--- config.mk ---
export PLATFORM = sky130hd
export DESIGN_NAME = fpx_exc_unit
export DESIGN_NICKNAME = d
export VERILOG_FILES = /design/src/rtl/fpx_pkg.sv /design/src/rtl/fpx_exc_unit.sv
export SDC_FILE = /design/constraint.sdc
export NUM_CORES = 1
export LEC_CHECK = 0
export BUFFER_PORTS_ARGS = -buffer_cell sky130_fd_sc_hd__buf_2
export CORE_MARGIN = 4
export CORE_UTILIZATION = 40
export DETAILED_ROUTE_END_ITERATION = 12
export GPL_ROUTABILITY_DRIVEN = 0
export PLACE_DENSITY = 0.91
export SYNTH_ARGS = -nofsm -noshare
export SYNTH_HDL_FRONTEND = slang
export SYNTH_SLANG_ARGS = --single-unit
--- constraint.sdc ---
create_clock -name core_clk -period 5.12 [get_ports core_clk]
set_clock_uncertainty 0.1 [all_clocks]
set_input_delay 1.024 -clock core_clk [delete_from_list [all_inputs] [get_ports core_clk]]
set_output_delay 1.024 -clock core_clk [all_outputs]
set_load 0.02 [all_outputs]
--- src/rtl/fpx_pkg.sv ---
// fpx_pkg: constants, enumerations and carriers for the fp operand error / overflow exception unit
// assumes: one 100 MHz core clock, extended exponents biased by 16'h3FFF, AHB-Lite register access
package fpx_pkg;

  // ----------------------------------------------------------------
  // register map and field layout
  // ----------------------------------------------------------------
  localparam int                 ADDR_W         = 8;
  localparam logic [ADDR_W-1:0]  OFS_STATUS     = 8'h00;
  localparam logic [ADDR_W-1:0]  OFS_MASK       = 8'h04;
  localparam logic [ADDR_W-1:0]  OFS_CTRL       = 8'h08;
  localparam logic [ADDR_W-1:0]  OFS_PEND       = 8'h0C;
  localparam int                 ST_W           = 3;
  localparam int                 ST_OPERAND_ERROR_FLAG       = 0;
  localparam int                 ST_OVERFLOW_FLAG        = 1;
  localparam int                 ST_UNFL        = 2;
  localparam int                 CTRL_W         = 3;
  localparam int                 CTRL_OPERAND_ERROR_FLAG_EN  = 0;
  localparam int                 CTRL_PREC_LO   = 1;
  localparam int                 CTRL_PREC_HI   = 2;
  localparam int                 PEND_POSTED    = 0;
  localparam int                 PEND_VEC_LO    = 8;
  localparam int                 PEND_VEC_HI    = 15;
  localparam logic [ST_W-1:0]    STATUS_RST     = 3'h0;
  localparam logic [ST_W-1:0]    MASK_RST       = 3'h0;
  localparam logic [CTRL_W-1:0]  CTRL_RST       = 3'h0;
  localparam logic [31:0]        WORD_ZERO      = 32'h0000_0000;
  localparam int                 HTRANS_ACT_BIT = 1;
  localparam logic               HRESP_OKAY     = 1'b0;

  // ----------------------------------------------------------------
  // exception vectors (values arbitrary, overridable at the top)
  // ----------------------------------------------------------------
  localparam logic [7:0]         VEC_OPERAND_ERROR_FLAG_DEF  = 8'h01;
  localparam logic [7:0]         VEC_OVERFLOW_FLAG_DEF   = 8'h02;
  localparam logic [7:0]         VEC_NONE       = 8'h00;

  // ----------------------------------------------------------------
  // exponent limits, biased as extended
  // ----------------------------------------------------------------
  localparam int                 EXP_W          = 16;
  localparam logic [EXP_W-1:0]   EXP_MAX_SGL    = 16'h407F;
  localparam logic [EXP_W-1:0]   EXP_MAX_DBL    = 16'h43FF;
  localparam logic [EXP_W-1:0]   EXP_MAX_EXT    = 16'h7FFF;
  localparam logic [EXP_W-1:0]   EXP_MIN_SGL    = 16'h3F81;
  localparam logic [EXP_W-1:0]   EXP_MIN_DBL    = 16'h3C01;
  localparam int                 RES_W          = 80;
  localparam logic [RES_W-1:0]   QNAN_EXT       = 80'h7FFF_FFFF_FFFF_FFFF_FFFF;
  localparam logic [RES_W-1:0]   RES_ZERO       = 80'h0000_0000_0000_0000_0000;

  // ----------------------------------------------------------------
  // enumerations
  // ----------------------------------------------------------------
  typedef enum logic [1:0] {PREC_EXT = 2'h0, PREC_SGL = 2'h1, PREC_DBL = 2'h2} fpx_prec_e;
  typedef enum logic [2:0] {OP_ADD = 3'h0, OP_SUB = 3'h1, OP_MUL = 3'h2, OP_DIV = 3'h3,
                            OP_SQRT = 3'h4, OP_MOVE = 3'h5} fpx_op_e;
  typedef enum logic [1:0] {DST_FPREG = 2'h0, DST_MEM = 2'h1, DST_INTREG = 2'h2} fpx_dst_e;
  typedef enum logic [2:0] {FMT_BYTE = 3'h0, FMT_WORD = 3'h1, FMT_LONG = 3'h2,
                            FMT_SGL = 3'h3, FMT_DBL = 3'h4, FMT_EXT = 3'h5} fpx_fmt_e;
  typedef enum logic [1:0] {PS_IDLE = 2'b01, PS_POSTED = 2'b10} fpx_pend_e;

  // ----------------------------------------------------------------
  // carriers
  // ----------------------------------------------------------------
  typedef struct packed {
    logic zero;
    logic inf;
    logic nan;
    logic neg;
  } fpx_cls_s;

  typedef struct packed {
    logic             valid;
    fpx_op_e          op;
    fpx_dst_e         dst;
    fpx_fmt_e         fmt;
    fpx_cls_s         srcA;
    fpx_cls_s         srcB;
    logic [EXP_W-1:0] expInt;
    logic             rndCarry;
    logic             intOvf;
    logic             intMostNeg;
  } fpx_req_s;

  typedef struct packed {
    logic       take;
    logic       post;
    logic [7:0] vector;
  } fpx_exc_s;

  typedef struct packed {
    logic             allow;
    logic             qnan;
    logic             undef;
    logic [RES_W-1:0] data;
  } fpx_dst_s;

endpackage

--- src/rtl/fpx_exc_unit.sv ---
// fpx_exc_unit: operand error and overflow detection, flags, qnan substitution, exception posting
// assumes: datapath presents one finished op per cycle on req, pipeline pulses fpStart per fp instr
//
// Function
// - operand error always sets operand error flag in exception status byte
// - add of opposite infinities or subtract of like infinities is operand error
// - zero times infinity, zero/zero, inf/inf, sqrt negative or infinite: operand error
// - maskable operand error, handler off: write quiet nan with sign clear and all other bits ones, no exception
// - maskable operand error, handler on: keep destination, post, pre-instruction take later
// - operand error exceptions vector through the operand error entry
// - move to integer overflow, nan, inf or most negative: immediate post-instruction exception
// - overflow when destination fp register, memory or integer register and exponent reaches precision maximum
// - overflow only for single, double, extended; other formats report operand error
// - check underflow, round, then check overflow, before storing destination
// - round to selected precision; overflow past that precision even if extended fits
// - overflow sets overflow flag in exception status byte
// - overflow flag set by an instruction always takes overflow exception
// - overflow into fp register leaves it unmodified, posted, pre-instruction take later
// - overflow into memory or integer register stores undefined, immediate post exception
`timescale 1ns/1ps

module fpx_exc_unit #(
  parameter logic [7:0] VEC_OPERAND_ERROR_FLAG = fpx_pkg::VEC_OPERAND_ERROR_FLAG_DEF,
  parameter logic [7:0] VEC_OVERFLOW_FLAG  = fpx_pkg::VEC_OVERFLOW_FLAG_DEF
) (
  input  wire logic              core_clk,
  input  wire logic              rst_b,
  input  wire logic              hsel,
  input  wire logic [31:0]       haddr,
  input  wire logic [1:0]        htrans,
  input  wire logic              hwrite,
  input  wire logic [2:0]        hsize,
  input  wire logic [31:0]       hwdata,
  input  wire logic              hready,
  output      logic              hreadyout,
  output      logic              hresp,
  output      logic [31:0]       hrdata,
  input  wire fpx_pkg::fpx_req_s req,
  input  wire logic              fpStart,
  output      fpx_pkg::fpx_dst_s dstCtl,
  output      fpx_pkg::fpx_exc_s exc,
  output      logic              irq
);
  import fpx_pkg::*;

  // ----------------------------------------------------------------
  // helpers
  // ----------------------------------------------------------------
  function automatic logic isIntFmt(input fpx_fmt_e f);
    return (f == FMT_BYTE) || (f == FMT_WORD) || (f == FMT_LONG);
  endfunction

  function automatic logic [EXP_W-1:0] precMax(input fpx_prec_e p);
    unique case (p)
      PREC_SGL: return EXP_MAX_SGL;
      PREC_DBL: return EXP_MAX_DBL;
      default:  return EXP_MAX_EXT;
    endcase
  endfunction

  function automatic fpx_prec_e fmtPrec(input fpx_fmt_e f);
    unique case (f)
      FMT_SGL: return PREC_SGL;
      FMT_DBL: return PREC_DBL;
      default: return PREC_EXT;
    endcase
  endfunction

  // ----------------------------------------------------------------
  // bus slave: address phase capture
  // ----------------------------------------------------------------
  logic              wrPend_r, wrPend_nxt;
  logic [ADDR_W-1:0] wrAddr_r, wrAddr_nxt;
  logic [31:0]       rdData_r, rdData_nxt;
  logic [ST_W-1:0]   status_r, status_nxt;
  logic [ST_W-1:0]   mask_r, mask_nxt;
  logic [CTRL_W-1:0] ctrl_r, ctrl_nxt;
  fpx_pend_e         pend_r, pend_nxt;
  logic [7:0]        pendVec_r, pendVec_nxt;
  fpx_dst_s          dst_r, dst_nxt;
  fpx_exc_s          exc_r, exc_nxt;
  logic              busAct;
  logic [ST_W-1:0]   stSet;

  // zero wait state slave: hrdata is ready in the data phase that follows
  assign busAct    = hsel && htrans[HTRANS_ACT_BIT] && hready;
  assign hreadyout = 1'b1;
  assign hresp     = HRESP_OKAY;
  assign hrdata    = rdData_r;

  always_comb begin
    wrPend_nxt = busAct && hwrite;
    wrAddr_nxt = busAct ? haddr[ADDR_W-1:0] : wrAddr_r;
    rdData_nxt = WORD_ZERO;
    if (busAct && !hwrite) begin
      unique case (haddr[ADDR_W-1:0])
        OFS_STATUS: rdData_nxt[ST_W-1:0] = status_r;
        OFS_MASK:   rdData_nxt[ST_W-1:0] = mask_r;
        OFS_CTRL:   rdData_nxt[CTRL_W-1:0] = ctrl_r;
        OFS_PEND: begin
          rdData_nxt[PEND_POSTED] = (pend_r == PS_POSTED);
          rdData_nxt[PEND_VEC_HI:PEND_VEC_LO] = pendVec_r;
        end
        default:    rdData_nxt = WORD_ZERO;
      endcase
    end
  end

  always_ff @(posedge core_clk or negedge rst_b) begin
    if (!rst_b) begin
      wrPend_r <= 1'b0;
      wrAddr_r <= '0;
      rdData_r <= WORD_ZERO;
    end else begin
      wrPend_r <= wrPend_nxt;
      wrAddr_r <= wrAddr_nxt;
      rdData_r <= rdData_nxt;
    end
  end

  // ----------------------------------------------------------------
  // registers: exception status byte (w1c), mask, control
  // ----------------------------------------------------------------
  always_comb begin
    status_nxt = status_r;
    mask_nxt   = mask_r;
    ctrl_nxt   = ctrl_r;
    if (wrPend_r) begin
      unique case (wrAddr_r)
        OFS_STATUS: status_nxt = status_r & ~hwdata[ST_W-1:0];
        OFS_MASK:   mask_nxt   = hwdata[ST_W-1:0];
        OFS_CTRL:   ctrl_nxt   = hwdata[CTRL_W-1:0];
        default:    status_nxt = status_r;
      endcase
    end
    status_nxt = status_nxt | stSet;
  end

  always_ff @(posedge core_clk or negedge rst_b) begin
    if (!rst_b) begin
      status_r <= STATUS_RST;
      mask_r   <= MASK_RST;
      ctrl_r   <= CTRL_RST;
    end else begin
      status_r <= status_nxt;
      mask_r   <= mask_nxt;
      ctrl_r   <= ctrl_nxt;
    end
  end

  assign irq = |(status_r & mask_r);

  // ----------------------------------------------------------------
  // detection
  // ----------------------------------------------------------------
  logic             anyNan, intFmt, arithErr, moveIntErr, operrMask, operrNon;
  logic             ovfHit, ovflEvt, unflEvt, handlerOn;
  fpx_prec_e        prec;
  logic [EXP_W:0]   expRnd;

  assign handlerOn = ctrl_r[CTRL_OPERAND_ERROR_FLAG_EN];
  assign anyNan    = req.srcA.nan || req.srcB.nan;
  assign intFmt    = isIntFmt(req.fmt);

  always_comb begin
    arithErr = 1'b0;
    unique case (req.op)
      OP_ADD:  arithErr = req.srcA.inf && req.srcB.inf && (req.srcA.neg != req.srcB.neg);
      OP_SUB:  arithErr = req.srcA.inf && req.srcB.inf && (req.srcA.neg == req.srcB.neg);
      OP_MUL:  arithErr = (req.srcA.zero && req.srcB.inf) || (req.srcA.inf && req.srcB.zero);
      OP_DIV:  arithErr = (req.srcA.zero && req.srcB.zero) || (req.srcA.inf && req.srcB.inf);
      OP_SQRT: arithErr = req.srcA.inf || (req.srcA.neg && !req.srcA.zero);
      default: arithErr = 1'b0;
    endcase
    // nan operands belong to the signaling nan path, not here
    arithErr = arithErr && !anyNan;
  end

  // memory and integer destinations round at their own format
  assign prec   = (req.dst == DST_FPREG) ? fpx_prec_e'(ctrl_r[CTRL_PREC_HI:CTRL_PREC_LO]) : fmtPrec(req.fmt);
  // rounding carry applied before the overflow compare
  assign expRnd = {1'b0, req.expInt} + {{EXP_W{1'b0}}, req.rndCarry};

  assign moveIntErr = req.valid && (req.op == OP_MOVE) && intFmt &&
                      (req.intOvf || req.srcA.nan || req.srcA.inf || req.intMostNeg);
  // compare against the selected precision limit
  assign ovfHit     = req.valid && !arithErr && !moveIntErr && !anyNan &&
                      (expRnd >= {1'b0, precMax(prec)});
  assign ovflEvt    = ovfHit && !intFmt;
  assign operrNon   = moveIntErr || (ovfHit && intFmt);
  assign operrMask  = req.valid && arithErr;
  // underflow checked on the unrounded exponent; extended minimum never underflows
  assign unflEvt    = req.valid && !intFmt && !arithErr && !anyNan && (prec != PREC_EXT) &&
                      (req.expInt <= ((prec == PREC_SGL) ? EXP_MIN_SGL : EXP_MIN_DBL));

  always_comb begin
    stSet           = '0;
    stSet[ST_OPERAND_ERROR_FLAG] = operrMask || operrNon;
    stSet[ST_OVERFLOW_FLAG]  = ovflEvt;
    stSet[ST_UNFL]  = unflEvt;
  end

  // ----------------------------------------------------------------
  // destination control, exception posting and taking
  // ----------------------------------------------------------------
  always_comb begin
    dst_nxt       = '0;
    dst_nxt.data  = RES_ZERO;
    exc_nxt       = '0;
    exc_nxt.vector = VEC_NONE;
    pend_nxt      = pend_r;
    pendVec_nxt   = pendVec_r;
    // pending exception fires on the next fp instruction only
    if (pend_r == PS_POSTED && fpStart) begin
      exc_nxt.take   = 1'b1;
      exc_nxt.post   = 1'b0;
      exc_nxt.vector = pendVec_r;
      pend_nxt       = PS_IDLE;
    end
    if (req.valid) begin
      dst_nxt.allow = 1'b1;
      if (operrMask && !handlerOn) begin
        dst_nxt.allow = 1'b0;
        dst_nxt.qnan  = 1'b1;
        dst_nxt.data  = QNAN_EXT;
      end else if (operrMask) begin
        dst_nxt.allow = 1'b0;
        pend_nxt      = PS_POSTED;
        pendVec_nxt   = VEC_OPERAND_ERROR_FLAG;
      end else if (operrNon) begin
        // immediate post-instruction take; post wins the port over a pre take
        dst_nxt.allow  = 1'b0;
        exc_nxt.take   = 1'b1;
        exc_nxt.post   = 1'b1;
        exc_nxt.vector = VEC_OPERAND_ERROR_FLAG;
      end else if (ovflEvt && req.dst == DST_FPREG) begin
        // register untouched, reported before the next fp instruction
        dst_nxt.allow = 1'b0;
        pend_nxt      = PS_POSTED;
        pendVec_nxt   = VEC_OVERFLOW_FLAG;
      end else if (ovflEvt) begin
        // undefined store then immediate post-instruction take
        dst_nxt.allow  = 1'b0;
        dst_nxt.undef  = 1'b1;
        exc_nxt.take   = 1'b1;
        exc_nxt.post   = 1'b1;
        exc_nxt.vector = VEC_OVERFLOW_FLAG;
      end
    end
    // a same-cycle post take owns the port; keep the pre take pending
    if (pend_r == PS_POSTED && fpStart && exc_nxt.post) begin
      pend_nxt = PS_POSTED;
    end
  end

  // limitation: a post take in the same cycle as a due pre take delays the pre take by one fpStart
  always_ff @(posedge core_clk or negedge rst_b) begin
    if (!rst_b) begin
      dst_r     <= '0;
      exc_r     <= '0;
      pend_r    <= PS_IDLE;
      pendVec_r <= VEC_NONE;
    end else begin
      dst_r     <= dst_nxt;
      exc_r     <= exc_nxt;
      pend_r    <= pend_nxt;
      pendVec_r <= pendVec_nxt;
    end
  end

  assign dstCtl = dst_r;
  assign exc    = exc_r;
endmodule // fpx_exc_unit

==> results.sh <==
export IMPL_run_status="finished clean"
export IMPL_layout_cells_non_filler=501
export IMPL_layout_common_cells="sky130_fd_sc_hd__buf_2 (145), sky130_fd_sc_hd__conb_1 (36), sky130_fd_sc_hd__dfrtp_1 (33), sky130_fd_sc_hd__nand2_1 (23), sky130_fd_sc_hd__mux2_2 (15)"
export IMPL_final_wl_mm=6.55
export IMPL_first_pass_iters=4
export IMPL_synth_seq_cells=34
export IMPL_grt_antenna_before_repair=1
export IMPL_cts_tree="done"
export IMPL_place_port_buffers=145
export IMPL_postSynthCellCount=332
export IMPL_post_route_cells_drive_above_1_share_pct=44.3
export IMPL_post_drt_via_cell_ratio=4.73
export IMPL_rsz0062_at_grt="false"
export IMPL_post_synthesis_cell_area_um2=3060
export IMPL_cts_hold_buffers_added=0
export IMPL_synthArstFlopShare_pct=100
export IMPL_worst_ir_drop_vdd_v=0.000110
export IMPL_worst_setup_hold_path_clk_slew_ns=0.06
export IMPL_final_seq_area_um2=852
export IMPL_post_route_util_pct=44.6
export IMPL_track_usage_pct=13.2
export IMPL_die_height_um=95.5
export IMPL_slew_headroom_pct=30.4
export IMPL_final_max_slew_viol_count=0
export IMPL_worst_setup_path_startpoint="req[8]"
export IMPL_finalInstanceArea_um2=3270
export IMPL_critical_path_max_fanout=7
export IMPL_worst_setup_path_endpoint="exc[0]"
export IMPL_placedCellCount=493
export IMPL_achievable_frequency_mhz=230
export IMPL_area_growth_pct=6.82
export IMPL_cts_htree_levels=2
export IMPL_crit_path_end_kind="flip-flop"
export IMPL_floorplan_core_area_um2=7330
export IMPL_tightestPinTransition_ns=1.03
export IMPL_mostFrequentLayoutCell="sky130_fd_sc_hd__buf_2"
export IMPL_grt_max_degree=81
export IMPL_yosysWarnings=0
export IMPL_layout_setup_ws_ns=0.779
export IMPL_num_rows=31
export IMPL_synth_top_cells_by_area="sky130_fd_sc_hd__buf_4 (28%), sky130_fd_sc_hd__dfrtp_1 (27%), sky130_fd_sc_hd__ha_1 (5.7%), sky130_fd_sc_hd__mux2_2 (5.5%), sky130_fd_sc_hd__nand2_1 (2.8%)"
export IMPL_worst_endpoint_arrival_ns=4.40
export IMPL_post_route_drc_count=0
export IMPL_clk_root_buffer_cell="sky130_fd_sc_hd__clkbuf_8"
export IMPL_total_power_mw=0.766
export IMPL_critical_path_max_stage_delay_ns=0.54
export IMPL_gr_total_overflow=0
export IMPL_yosys_area_top_type="sky130_fd_sc_hd__buf_4"
export IMPL_power_leakage_nw=1.82
export IMPL_regToRegEndpoint="exc[0]"
export IMPL_dpl_worst_slack_ns=0.536
export IMPL_final_hold_violation_count=0
export IMPL_max_cap_violations=0
export IMPL_design_die_area_um2=9120
export IMPL_ys_flop_type="sky130_fd_sc_hd__dfrtp_1"
export IMPL_routedWlPerCell_um=13.1
export IMPL_footprint_of_the_multi_input_gates_um2=1430
export IMPL_dp_hpwl_mm=5.56
export IMPL_num_vias=2371
export IMPL_timing_hold_worst_class="reg2reg"
export IMPL_req_time_crit_path_ns=5.18
export IMPL_yosysTopAreaCellShare_pct=28.2
export IMPL_cts_buffers=5
export IMPL_post_cts_setup_buffers=0
export IMPL_final_min_clock_period_ns=4.34
export IMPL_die_width_um=95.5
export IMPL_r2r_slack_ns=1.77
export IMPL_fillers=707
export IMPL_number_of_global_route_vias_before_repair=2079
export IMPL_finish_net_count=526
export IMPL_cells_along_the_critical_path="buf_2, nand3_2, or3_1, nor2_1, nand3_1, xnor2_1, ha_1, nand4_1, a2111oi_0, a21o_2, o221ai_1, a211o_2, nor4_4, o41ai_1"
export IMPL_ioPinCount=239
export IMPL_count_of_cells_along_the_worst_register_to_register_path=10
export IMPL_grt_first_pass_wirelength_mm=9.60
export IMPL_mapped_avg_cell_area_um2=9.22
export IMPL_min_period_over_period_pct=84.8
export IMPL_sequential_fraction_of_the_synthesis_area_pct=27.8
export IMPL_start_kind="input pin"
export IMPL_timing_setup_critical_path_class="in2reg"
export IMPL_critical_path_slowest_cell="sky130_fd_sc_hd__or3_1"
export IMPL_tns_ns=0
export IMPL_final_setup_vio_count=0
export IMPL_hold_ws_ns=0.405
export IMPL_synth_edf_count=0
export IMPL_diodes=0
export IMPL_synth_distinct_cells=56
export IMPL_cts_path_max_buffers=2
export IMPL_clock_latency_ns=0.28
export IMPL_final_antenna_net_count=0
export IMPL_floorplan_initialDensity_pct=41.8
export IMPL_r2r_start="ctrl_r[2]"
export IMPL_clock_sinks=34
export IMPL_power_density_nw_per_um2=234
export IMPL_placed_area_um2=3160
export IMPL_dr_first_iter_drc_count=114
export IMPL_cts_resized_gates=0
## layout make-up
| type | instances | share of cell area [%] |
|---|---|---|
| clock buffer | 7 | 2.33 |
| clock inverter | 1 | 0.918 |
| timing repair buffer | 146 | 22.4 |
| sequential | 34 | 26.1 |
| tap | 99 | 3.79 |
| multi-input combinational | 206 | 43.6 |
| inverter | 8 | 0.918 |
## registers in the layout, summed over array words and instances, names as in the netlist
name	count
mask_r	3
wrAddr_r	8
pend_r	2
status_r	3
wrPend_r	1
pendVec_r	2
dstCtl	3
ctrl_r	3
exc	4
hrdata	5
## critical path: cells and delay by family
kind	cells	cell delay (ns)
AOI/OAI and AO/OA	5	1.32
xor gates and xnor gates	1	0.15
adders and majority gates	1	0.31
buffers and inverters	1	0.10
and+or+nand+nor	6	1.50
## cell families after synthesis
family,Yosys count,synth area share (%)
buf+inv,126,29.8
simple gates,85,16.3
compound gates,41,9.65
flops,34,27.8
mux,21,7.93
fa+ha+maj,14,5.72
xor+xnor,9,2.57
other cells,2,0.245
## metal layers
layer  wire length, um  global-route usage [%]  part of all wire, %
met3               676                    2.68                   10
met2              3490                    25.7                   53
met5                18                       0                 0.27
met4               108                    4.62                  1.6
met1              2260                    13.8                   34
## cells in the mapped netlist, types with 3 or more instances
| cell type | count |
|---|---|
| sky130_fd_sc_hd__a21o_1 | 3 |
| sky130_fd_sc_hd__a21oi_1 | 10 |
| sky130_fd_sc_hd__buf_4 | 115 |
| sky130_fd_sc_hd__dfrtp_1 | 33 |
| sky130_fd_sc_hd__ha_1 | 14 |
| sky130_fd_sc_hd__inv_1 | 8 |
| sky130_fd_sc_hd__mux2_2 | 15 |
| sky130_fd_sc_hd__mux2i_1 | 4 |
| sky130_fd_sc_hd__nand2_1 | 23 |
| sky130_fd_sc_hd__nand3_1 | 6 |
| sky130_fd_sc_hd__nand4_1 | 6 |
| sky130_fd_sc_hd__nand4b_1 | 4 |
| sky130_fd_sc_hd__nor2_1 | 13 |
| sky130_fd_sc_hd__nor2b_1 | 5 |
| sky130_fd_sc_hd__nor3_1 | 12 |
| sky130_fd_sc_hd__o21a_1 | 3 |
| sky130_fd_sc_hd__o21ai_0 | 3 |
| sky130_fd_sc_hd__xnor2_1 | 4 |
| sky130_fd_sc_hd__xor2_1 | 5 |
## where the power goes
group / switching [mW] / total, mW / internal, mW
Clock: 0.0897 / 0.235 / 0.145
Combinational: 0.123 / 0.203 / 0.0798
Sequential: 0.0235 / 0.329 / 0.305
## worst min-delay path by stage
stage / to / depth (start not counted) / slack, ns / startpoint
floorplan: pendVec_r[0] / 1 / 0.37 / pendVec_r[0]
global placement: pendVec_r[0] / 1 / 0.38 / pendVec_r[0]
detailed placement: pendVec_r[0] / 1 / 0.39 / pendVec_r[0]
CTS: pendVec_r[0] / 1 / 0.40 / pendVec_r[0]
global route: pendVec_r[0] / 1 / 0.43 / pendVec_r[0]
finish: pendVec_r[0] / 1 / 0.41 / pendVec_r[0]
Note: power is estimated with default switching activity, not from simulation.
